==> config.mk <==
export PLATFORM = sky130hd
export DESIGN_NAME = pasr_readout
export DESIGN_NICKNAME = d
export VERILOG_FILES = /design/src/include/pasr_pkg.sv /design/src/include/pasr_conv_if.sv /design/src/verilog/pasr_converter.sv /design/src/verilog/pasr_readout.sv
export SDC_FILE = /design/constraint.sdc
export NUM_CORES = 1
export LEC_CHECK = 0
export ABC_AREA = 1
export BUFFER_PORTS_ARGS = -buffer_cell sky130_fd_sc_hd__buf_4
export CORE_MARGIN = 2
export CORE_UTILIZATION = 30
export CTS_CLUSTER_DIAMETER = 60
export DETAILED_ROUTE_END_ITERATION = 8
export PLACE_DENSITY_LB_ADDON = 0.15
export SKIP_LAST_GASP = 1
export SYNTH_ARGS = -nofsm -noshare
export SYNTH_HDL_FRONTEND = slang
export SYNTH_SLANG_ARGS = --single-unit
==> constraint.sdc <==
create_clock -name clock_i -period 1.8 [get_ports clock_i]
set_input_delay 0.18 -clock clock_i [delete_from_list [all_inputs] [get_ports clock_i]]
set_output_delay 0.18 -clock clock_i [all_outputs]
set_load 0.1 [all_outputs]
==> src/include/pasr_pkg.sv <==
// Purpose: Shared constants and types for the pixel readout block
// Assumes: 50 MHz system clock
// Notes: Array is 2048 x 2048, read as column pairs
package pasr_pkg;
  localparam int CLK_HZ = 50_000_000;
  localparam int CONV_RATE_HZ = 10_000_000;
  localparam int CONV_CYC_MIN = CLK_HZ / CONV_RATE_HZ;
  localparam int CODE_W = 10;
  localparam int PIPE_DEPTH = 2;
  localparam int NUM_CONV = 2;
  localparam int ROW_W = 11;
  localparam int PAIR_W = 10;
  localparam int CNT_W = 16;
  localparam int RR_W = 4;
  localparam int CFG_W = 3 + RR_W + CNT_W;
  localparam logic [ROW_W-1:0] LAST_ROW = 11'h7ff;
  localparam logic [PAIR_W-1:0] LAST_PAIR = 10'h3ff;
  localparam logic [CNT_W-1:0] RST_CYC = 16'h0004;
  localparam logic [CNT_W-1:0] SMP_CYC = 16'h0004;
  localparam logic [CODE_W-1:0] CODE_RST = 10'h000;
  typedef enum logic [2:0] {
    I_IDLE, I_RESET, I_INTEG, I_WAIT, I_SAMPLE, I_REREAD
  } pasr_integ_type;
  typedef enum logic {R_IDLE, R_READ} pasr_read_type;
endpackage

==> src/include/pasr_conv_if.sv <==
// Purpose: Carrier between sequencer and one converter
// Assumes: Single clock domain
// Notes: stb marks the cycle a sample is taken
`timescale 1ns/10ps
`default_nettype none
interface pasr_conv_if;
  import pasr_pkg::*;
  logic [CODE_W-1:0] ain;
  logic stb;
  logic [CODE_W-1:0] dout;
  modport ctl (output ain, input stb, input dout);
  modport cnv (input ain, output stb, output dout);
endinterface
`default_nettype wire

==> src/verilog/pasr_converter.sv <==
// Purpose: One converter channel with two-stage output pipeline
// Assumes: Conversion clock pin is much slower than clock_i
// Notes: Falling edge detected after a two-flop synchroniser
`timescale 1ns/10ps
`default_nettype none
module pasr_converter
  import pasr_pkg::*;
(
  input wire logic clock_i,
  input wire logic nrst_i,
  input wire logic conv_clk_i,
  pasr_conv_if.cnv cnv
);
  logic sync1_r;
  logic sync2_r;
  logic sync3_r;
  logic [CODE_W-1:0] pipe_r [PIPE_DEPTH];
  logic [CODE_W-1:0] h0_r;
  logic [CODE_W-1:0] h1_r;

  always_ff @(posedge clock_i or negedge nrst_i) begin
    if (!nrst_i) begin
      sync1_r <= 1'b0;
      sync2_r <= 1'b0;
      sync3_r <= 1'b0;
    end else begin
      sync1_r <= conv_clk_i;
      sync2_r <= sync1_r;
      sync3_r <= sync2_r;
    end
  end

  assign cnv.stb = sync3_r & ~sync2_r;

  always_ff @(posedge clock_i or negedge nrst_i) begin
    if (!nrst_i) begin
      for (int i = 0; i < PIPE_DEPTH; i++) begin
        pipe_r[i] <= CODE_RST;
      end
      cnv.dout <= CODE_RST;
    end else if (cnv.stb) begin
      pipe_r[0] <= cnv.ain;
      for (int i = 1; i < PIPE_DEPTH; i++) begin
        pipe_r[i] <= pipe_r[i-1];
      end
      cnv.dout <= pipe_r[PIPE_DEPTH-1];
    end
  end

  // Reference history for the latency check
  always_ff @(posedge clock_i or negedge nrst_i) begin
    if (!nrst_i) begin
      h0_r <= CODE_RST;
      h1_r <= CODE_RST;
    end else if (cnv.stb) begin
      h0_r <= cnv.ain;
      h1_r <= h0_r;
    end
  end
endmodule
`default_nettype wire

==> src/verilog/pasr_readout.sv <==
// Purpose: Snapshot shutter sequencer and dual converter readout
// Assumes: Pixel inputs follow row_o and col_o combinationally
// Notes: Control pins are synchronised before use
// Notes on behaviour
// - Two independent converters, each yielding 10-bit codes at about 10 Msamples/s.
// - Even columns go to one converter, odd columns to the other.
// - Each converter samples on the falling edge of its conversion clock.
// - Result appears two conversion clock cycles after its sampling edge.
// - Snapshot mode resets every pixel at once to start integration.
// - Integration ends with one global transfer onto pixel storage nodes.
// - After the global sample, stored values are read line by line.
// - Next integration may overlap readout or follow it; both supported.
// - Repeated-read mode reads pixels several times after only one reset.
`timescale 1ns/10ps
`default_nettype none
module pasr_readout
  import pasr_pkg::*;
(
  input wire logic clock_i,
  input wire logic nrst_i,
  input wire logic [NUM_CONV-1:0] conv_clk_i,
  input wire logic shutter_start_i,
  input wire logic overlap_i,
  input wire logic repeated_read_mode_i,
  input wire logic [RR_W-1:0] rr_reads_i,
  input wire logic [CNT_W-1:0] integ_len_i,
  input wire logic [CODE_W-1:0] pix_even_i,
  input wire logic [CODE_W-1:0] pix_odd_i,
  output logic pix_reset_o,
  output logic pix_sample_o,
  output logic [ROW_W-1:0] row_o,
  output logic [ROW_W-1:0] col_o,
  output logic read_busy_o,
  output logic frame_end_o,
  output logic [CODE_W-1:0] adc_even_o,
  output logic [CODE_W-1:0] adc_odd_o
);
  logic [CFG_W-1:0] cfg1_r;
  logic [CFG_W-1:0] cfg2_r;
  logic start_prev_r;
  logic start_pend_r;
  logic start_ok;
  logic ovl_s;
  logic rr_s;
  logic [RR_W-1:0] reads_s;
  logic [CNT_W-1:0] len_s;
  pasr_integ_type ist_r;
  pasr_read_type rst_r;
  logic [CNT_W-1:0] cnt_r;
  logic [RR_W-1:0] rr_left_r;
  logic rd_go;
  logic rd_done;
  logic [PAIR_W-1:0] pair_r;
  logic [ROW_W-1:0] row_r;
  logic load_r;
  logic [NUM_CONV-1:0] taken_r;
  logic [CODE_W-1:0] hold_r [NUM_CONV];
  logic [NUM_CONV-1:0] stb;
  logic pair_done;

  pasr_conv_if cif [NUM_CONV] ();

  for (genvar g = 0; g < NUM_CONV; g++) begin : g_conv
    pasr_converter u_conv (
      .clock_i(clock_i),
      .nrst_i(nrst_i),
      .conv_clk_i(conv_clk_i[g]),
      .cnv(cif[g])
    );
    assign cif[g].ain = hold_r[g];
    assign stb[g] = cif[g].stb;
  end

  assign adc_even_o = cif[0].dout;
  assign adc_odd_o = cif[1].dout;

  // Pin synchroniser
  always_ff @(posedge clock_i or negedge nrst_i) begin
    if (!nrst_i) begin
      cfg1_r <= '0;
      cfg2_r <= '0;
      start_prev_r <= 1'b0;
    end else begin
      cfg1_r <= {shutter_start_i, overlap_i, repeated_read_mode_i, rr_reads_i, integ_len_i};
      cfg2_r <= cfg1_r;
      start_prev_r <= cfg2_r[CFG_W-1];
    end
  end

  assign ovl_s = cfg2_r[CFG_W-2];
  assign rr_s = cfg2_r[CFG_W-3];
  assign reads_s = cfg2_r[CNT_W +: RR_W];
  assign len_s = cfg2_r[CNT_W-1:0];

  assign start_ok = start_pend_r && (ist_r == I_IDLE) && (ovl_s || rst_r == R_IDLE);

  always_ff @(posedge clock_i or negedge nrst_i) begin
    if (!nrst_i) begin
      start_pend_r <= 1'b0;
    end else if (cfg2_r[CFG_W-1] && !start_prev_r) begin
      start_pend_r <= 1'b1;
    end else if (start_ok) begin
      start_pend_r <= 1'b0;
    end
  end

  assign rd_go = (ist_r == I_SAMPLE) && (cnt_r == '0);

  // Shutter sequence
  always_ff @(posedge clock_i or negedge nrst_i) begin
    if (!nrst_i) begin
      ist_r <= I_IDLE;
      cnt_r <= '0;
      rr_left_r <= '0;
    end else begin
      unique case (ist_r)
        I_IDLE: begin
          if (start_ok) begin
            ist_r <= I_RESET;
            cnt_r <= RST_CYC - 16'h0001;
            rr_left_r <= rr_s ? reads_s : '0;
          end
        end
        I_RESET: begin
          if (cnt_r == '0) begin
            ist_r <= I_INTEG;
            cnt_r <= len_s;
          end else begin
            cnt_r <= cnt_r - 16'h0001;
          end
        end
        I_INTEG: begin
          if (cnt_r == '0) begin
            ist_r <= I_WAIT;
          end else begin
            cnt_r <= cnt_r - 16'h0001;
          end
        end
        I_WAIT: begin
          if (rst_r == R_IDLE) begin
            ist_r <= I_SAMPLE;
            cnt_r <= SMP_CYC - 16'h0001;
          end
        end
        I_SAMPLE: begin
          if (cnt_r != '0) begin
            cnt_r <= cnt_r - 16'h0001;
          end else if (rr_left_r != '0) begin
            ist_r <= I_REREAD;
            rr_left_r <= rr_left_r - 4'h1;
          end else begin
            ist_r <= I_IDLE;
          end
        end
        I_REREAD: begin
          if (rd_done) begin
            ist_r <= I_INTEG;
            cnt_r <= len_s;
          end
        end
      endcase
    end
  end

  assign pix_reset_o = (ist_r == I_RESET);
  assign pix_sample_o = (ist_r == I_SAMPLE);

  assign pair_done = &taken_r;
  assign rd_done = (rst_r == R_READ) && pair_done && (pair_r == LAST_PAIR)
                   && (row_r == LAST_ROW);

  always_ff @(posedge clock_i or negedge nrst_i) begin
    if (!nrst_i) begin
      rst_r <= R_IDLE;
      pair_r <= '0;
      row_r <= '0;
      load_r <= 1'b0;
    end else begin
      load_r <= 1'b0;
      unique case (rst_r)
        R_IDLE: begin
          if (rd_go) begin
            rst_r <= R_READ;
            pair_r <= '0;
            row_r <= '0;
            load_r <= 1'b1;
          end
        end
        R_READ: begin
          if (pair_done) begin
            load_r <= 1'b1;
            if (pair_r != LAST_PAIR) begin
              pair_r <= pair_r + 10'h001;
            end else if (row_r != LAST_ROW) begin
              pair_r <= '0;
              row_r <= row_r + 11'h001;
            end else begin
              rst_r <= R_IDLE;
              load_r <= 1'b0;
            end
          end
        end
      endcase
    end
  end

  always_ff @(posedge clock_i or negedge nrst_i) begin
    if (!nrst_i) begin
      taken_r <= '0;
      hold_r[0] <= CODE_RST;
      hold_r[1] <= CODE_RST;
    end else begin
      if (load_r) begin
        hold_r[0] <= pix_even_i;
        hold_r[1] <= pix_odd_i;
        taken_r <= '0;
      end else if (rst_r == R_READ) begin
        taken_r <= pair_done ? stb : (taken_r | stb);
      end else begin
        taken_r <= '0;
      end
    end
  end

  always_ff @(posedge clock_i or negedge nrst_i) begin
    if (!nrst_i) begin
      frame_end_o <= 1'b0;
    end else begin
      frame_end_o <= rd_done;
    end
  end

  assign row_o = row_r;
  assign col_o = {pair_r, 1'b0};
  assign read_busy_o = (rst_r == R_READ);
endmodule
`default_nettype wire
Word-level counts from Yosys, hierarchy flattened

Cells that the tools add are included.

Reductions and logical operators: 21
Equality and inequality tests: 23
Add/sub/neg operators: 4
Bitwise logic cells: 6
Mux-type cells: 42

Operator list:

| cell                                                                 | count |
|---|---|
| 16-bit 2-to-1 mux                                                    | 6 |
| 16-bit one-hot mux with 6 select lines                               | 1 |
| 11-bit 2-to-1 mux                                                    | 4 |
| 10-bit 2-to-1 mux                                                    | 4 |
| 11-bit one-hot mux with 2 select lines                               | 1 |
| 3-bit 2-to-1 mux                                                     | 7 |
| 10-bit one-hot mux with 2 select lines                               | 1 |
| 3-bit one-hot mux with 6 select lines                                | 1 |
| 16-bit zero test                                                     | 1 |
| 4-bit 2-to-1 mux                                                     | 4 |
| 2-bit != test, second input constant                                 | 8 |
| 16-bit nonzero test                                                  | 1 |
| 16-bit by 1-bit subtractor with 16-bit output, second input constant | 1 |
| 11-bit by 1-bit adder with 11-bit output, second input constant      | 1 |
| 11-bit == test, second input constant                                | 1 |
| 11-bit != test, second input constant                                | 1 |
| 10-bit by 1-bit adder with 10-bit output, second input constant      | 1 |
| 10-bit == test, second input constant                                | 1 |
| 10-bit != test, second input constant                                | 1 |
| 2-bit by 1-bit != test with 1-bit output, second input constant      | 5 |
| 4-bit one-hot mux with 2 select lines                                | 1 |
| 4-bit AND reduction                                                  | 2 |
| 1-bit logical AND                                                    | 7 |
| 1-bit 2-to-1 mux                                                     | 7 |
| 19 further kinds                                                     | 28 |

Word-level logic and storage cells: 123
Output and inout port bits: 46
Input port bits: 47
Register bits: 183

Logic depth before layout (Yosys ltp)

Depth in word-level cells: 6
Mapped depth: 12
Gate-level depth less buffers: 11

Modules after synthesis

From an unflattened synthesis, not the netlist that was laid out.

Cell total of the unflattened synthesis: 871
Area, all modules: 7870.0 um2

By module, submodules not included:

| module         | area an instance (um2) | instances | sequential area each (um2) | cells each |
|---|---|---|---|---|
| pasr_readout   | 5355.1                 | 1         | 2927.8                     | 601 |
| pasr_converter | 1257.5                 | 2         | 825.8                      | 135 |

Worst setup path before layout

Ideal clock, no wire load.

Path kind: reg-to-reg
Start: reg row_r[0] (netlist: row_o[0])
End: reg row_r[0] (netlist: row_o[0])
Arrival time: 2.338 ns
Period minus slack after synthesis: 2.406 ns
Stages on the path, launching flop included: 11
Path buffers: 1
Library setup time: 0.068 ns
Required time: 1.732 ns
Slack: -0.606 ns
Cells stage by stage: dfrtp_1 ha_1 inv_1 nor2_4 nand4_1 o21ai_2 inv_2 nand2_1 buf_6 nand2_1 nand2_1

Longest elaborated chain between the ends: 5
Elaborated cells between the ends (all ways): 8
Classes of those cells: add/sub (1); eq/ne (2); mux (4); reduce/logical (1)

RTL lines:

| element                                  | RTL line            | source |
|---|---|---|
| start, declared                          | pasr_readout.sv:54  | `logic [ROW_W-1:0] row_r;` |
| start signal, assigned                   | pasr_readout.sv:196 | `row_r <= row_r + 11'h001;` |
| 11-bit by 1-bit adder with 11-bit output | pasr_readout.sv:196 |  |
| 11-bit 2-to-1 mux                        | pasr_readout.sv:194 | `end else if (row_r != LAST_ROW) begin` |
| 11-bit 2-to-1 mux                        | pasr_readout.sv:192 | `if (pair_r != LAST_PAIR) begin` |
| 11-bit 2-to-1 mux                        | pasr_readout.sv:190 | `if (pair_done) begin` |
| 11-bit one-hot mux with 2 select lines   | pasr_readout.sv:180 | `unique case (rst_r)` |

Parallel ways exist; a longest one is shown, timed or not. The select of a mux whose other input is x is not followed.
A chain may end at the register's enable or synchronous reset.

Final worst setup path

Start: reg ist_r[2]
End: reg cnt_r[15]

Longest elaborated chain between the ends: 5
Elaborated cells between the ends (all ways): 15
Classes of those cells: eq/ne (10); mux (1); reduce/logical (4)

RTL lines:

| element                              | RTL line                                | source |
|---|---|---|
| start, declared                      | pasr_readout.sv:47                      | `pasr_integ_type ist_r;` |
| start signal, assigned               | pasr_readout.sv:112                     | `ist_r <= I_IDLE;` |
| start signal, assigned               | pasr_readout.sv:119                     | `ist_r <= I_RESET;` |
| start signal, assigned               | pasr_readout.sv:126                     | `ist_r <= I_INTEG;` |
| 3-bit zero test                      | pasr_readout.sv:95, pasr_readout.sv:116 |  |
| 1-bit logical AND (2 in series)      | pasr_readout.sv:95                      | `assign start_ok = start_pend_r && (ist_r == I_IDLE) && (ovl_s \|\| rst_r == R_IDLE);` |
| 2-bit != test (no source line)       | --                                      |  |
| 5-bit AND reduction (no source line) | --                                      |  |
| end signal, assigned                 | pasr_readout.sv:120                     | `cnt_r <= RST_CYC - 16'h0001;` |
| end signal, assigned                 | pasr_readout.sv:127                     | `cnt_r <= len_s;` |
| end signal, assigned                 | pasr_readout.sv:129                     | `cnt_r <= cnt_r - 16'h0001;` |
| end, declared                        | pasr_readout.sv:49                      | `logic [CNT_W-1:0] cnt_r;` |

Parallel ways exist; a longest one is shown, timed or not.

==> metrics.md <==
| Metric | Value |
|---|---|
| Mapped Area | `7790 µm²` |
| Fill cells | `2,519` |
| Pwr Total | `14.7 mW` |
| Cells after Synth | `838` |
| Worst setup EP type | `register` |
| Reg2Reg Depth | `8` |
| PD cells | `between 1000 and 1500 nW/µm²` |
| Final setup viols | `0` |
| Worst-skew pair later-pin latency | `between 0.4 and 0.5 ns` |
| CP required | `between 2 and 2.5 ns` |
| Register area | `4630 µm²` |
| F_max | `565 MHz` |
| Post-synth top area share | `0.588` |
| Antenna violations before repair | `0` |
| Global route total overflow | `0` |
| Most common cell after layout, fill and taps aside | `nand2_1` |
| Post-synthesis sequential area ratio | `0.588` |
| Root Buffer | `clkbuf_16` |
| Main area contributors after synthesis | `dfrtp_1 (59%), nand2_1 (13%), o21ai_0 (3.7%), mux2_2 (3.2%), nand3_1 (3.1%)` |
| Initial Util | `0.308` |
| CTS tree | `built` |
| GPL Wtd Cong | `0.811` |
| P_leak | `5.04 nW` |
| ANT nets after route | `0` |
| Share of layout cells above drive strength 1 | `0.275` |
| CP max FO | `8` |
| Final count of hold timing violations | `0` |
| Ys flop type | `dfrtp_1` |
| Netlist cell types | `39` |
| Final worst path period share | `0.983` |
| Vias per cell | `~4.3` |
| Crit. Startpoint | `ist_r[2]$_DFFE_PN0P_` |
| Worst setup path class | `register to register` |
| Tot GR Track Use | `0.135` |
| Avg Cell Area, Syn | `9.30 µm²` |
| Pin count of the biggest net entering global routing | `55` |
| Max-Cap Viols | `0` |
| Post-synth EDFFs | `0` |
| Clock skew | `roughly 0.017 ns` |
| Synthesized net count | `891` |
| Number of global-route vias before repair | `between 5k and 6k` |
| First-pass GRT wire length | `28,800 µm` |
| Synth area leader | `dfrtp_1` |
| CTS clk-pin slew, worst paths | `0.08 ns` |
| Worst r2r src | `ist_r[2]$_DFFE_PN0P_` |
| Finished Core Util | `0.414` |
| RSZ-0062 raised after global routing | `true` |
| Final worst path period need | `about 1.8 ns` |
| VDD IR max | `~0.7 mV` |
| Hold WC Path Type | `input pin to asynchronous set/reset pin` |
| H-tree levels | `4` |
| Drt first pass iters | `4` |
| Slew Limit Fails | `0` |
| Placed cells | `1,277` |
| I/O Buffers | `91` |
| Die X | `165 µm` |
| CTS Sinks | `183` |
| Num CTS Buffers | `17` |
| N_diodes | `0` |
| Instance count on the critical path | `8` |
| Yosys warnings | `0` |
| Crit path top cell by count | `nand2_1` |
| Drt drc | `0` |
| Reg2Reg Setup Slack | `~0.031 ns` |
| WP buf/inv | `0` |
| Status | `finished, final reports clean` |
| Final HPWL DP | `11,900 µm` |
| Slowest-stage cell, CP | `dfrtp_1` |
| Most frequent cells in the layout | `nand2_1 (252), dfrtp_1 (161), buf_4 (133)` |
| FF-to-FF End | `cnt_r[15]$_DFFE_PN0P_` |
| Synth async-reset ratio | `1.00` |
| Critical path's largest stage delay | `about 0.5 ns` |
| Startpoint type of the worst setup path | `register` |
| Worst-path cell chain | `nor2_2 -> nand2_1 -> nand2_1 -> nand3_1 -> nand2_4 -> nand3b_2 -> nand2_1 -> nand2_1` |
| Fin cells | `about 1.4k` |
| Vias | `5,902` |
| Final nets | `1,074` |
| CTS max path bufs | `2` |
| Area Overhead vs Synth | `34.6%` |
| Area of the multi-input gates | `around 3000 µm²` |
| CP arrival | `2.10 ns` |
| CP top delay family | `simple AND/OR/NAND/NOR gates` |
| Timing endpoint of the critical path | `cnt_r[15]$_DFFE_PN0P_` |
| FP Rows | `58` |
| Synthesized flop and latch total | `183` |
| 1st-iter DRT viols | `200` |
| Die area | `between 20,000 and 30,000 µm²` |
| Core ar. | `25,300 µm²` |
| Die H | `165 µm` |
| Wire per inst | `13.0 µm` |
| Total Wirelength | `17,800 µm` |
| Ports | `a little over 90` |
## metrics by stage
| step | TNS, ns | hold WS [ns] | setup WS (ns) | instance area, µm² |
|---|---|---|---|---|
| 2_1_floorplan | -0.668 | -0.116 | -0.0625 | 7890 |
| 3_3_place_gp | 0 | 0.170 | 0.0204 | 9230 |
| 3_5_place_dp | 0 | 0.169 | 0.0201 | 9230 |
| 4_1_cts | 0 | 0.265 | 0.00146 | 10300 |
| 5_1_grt | -1.39 | 0.281 | -0.0834 | 10500 |
| 6_report | 0 | 0.251 | 0.0315 | 10500 |
## registers in the layout, indices dropped and copies added, names as in the netlist
name / flops
cnt_r: 16
g_conv.u_conv.sync2_r: 2
rr_left_r: 4
cfg2_r: 23
load_r: 1
taken_r: 2
g_conv.u_conv.sync3_r: 2
read_busy_o: 1
g_conv.u_conv.pipe_r: 40
start_pend_r: 1
frame_end_o: 1
g_conv.u_conv.cnv.dout: 20
cif.ain: 20
cfg1_r: 23
g_conv.u_conv.sync1_r: 2
start_prev_r: 1
ist_r: 3
pair_r: 10
row_o: 11
## layer usage
layer  share of wire  track usage  vias to the layer above
li1                -            -                     3020
met1            0.48        0.183                     2788
met2            0.46        0.211                       77
met3           0.040       0.0400                       17
met4           0.015       0.0379                        0
met5               0            0                        -
## cells by family after synthesis
group	count (synthesis)	synth area share
AO/OA/AOI/OAI	84	0.0583
XOR/XNOR	19	0.0214
adder cells (fa/ha/maj)	6	0.00963
buffers and inverters	94	0.0504
flip-flops	183	0.588
multiplexers	22	0.0318
other	1	0.000481
AND/OR/NAND/NOR	429	0.240
## area by class of cell
cell class,instances,share of cell area
repair buffers,187,0.152
inverters,69,0.0247
clock buffers,17,0.0406
flip-flops and latches,183,0.441
clock inverters,15,0.0193
well taps,330,0.0394
multi-input cells,563,0.283
## power by group
part | internal [mW] | leakage [nW] | switching (mW)
clock network | 2.03 | 0.304 | 1.91
logic | 1.77 | 2.62 | 3.71
registers | 4.87 | 2.12 | 0.439
total | 8.67 | 5.04 | 6.05
## repair_timing
item                                    in CTS  in global routing
gates resized for setup                      2                 20
setup buffers                                0                  7
cloned                                       0                  2
endpoints found under the setup margin       2                 44
hold endpoints to repair                    88                  0
pin swaps                                    0                 12
hold buffers                                46                  0
## synth_stat cells, types with 2 or more instances
library cell,n
buf_4,3
nand2_1,266
nand2_2,9
buf_6,2
buf_2,2
xor2_1,15
nor2_2,13
o21ai_0,58
o21bai_1,3
buf_1,5
o21ai_1,3
mux2_2,22
dfrtp_1,183
inv_1,60
nor2_1,63
xnor2_1,4
nand3_1,48
ha_1,6
a21oi_1,14
inv_2,9
nand4_1,8
nand3b_1,2
a22oi_1,2
nor3_1,5
clkbuf_1,12
nor2_4,4
nor3b_1,4
nand2_4,2
## how the worst min path moves through the flow
stage | startpoint | to | slack (ns) | cells past startpoint
6_report | nrst_i | cfg2_r[18]$_DFF_PN0_ | 0.25 | 2
5_1_grt | nrst_i | cfg2_r[20]$_DFF_PN0_ | 0.28 | 2
4_1_cts | nrst_i | cfg2_r[18]$_DFF_PN0_ | 0.26 | 2
3_5_place_dp | nrst_i | cfg2_r[18]$_DFF_PN0_ | 0.17 | 1
3_3_place_gp | nrst_i | cfg2_r[18]$_DFF_PN0_ | 0.17 | 1
2_1_floorplan | nrst_i | cfg1_r[0]$_DFF_PN0_ | -0.12 | 0
No activity file was read; power rests on OpenSTA's default activity.
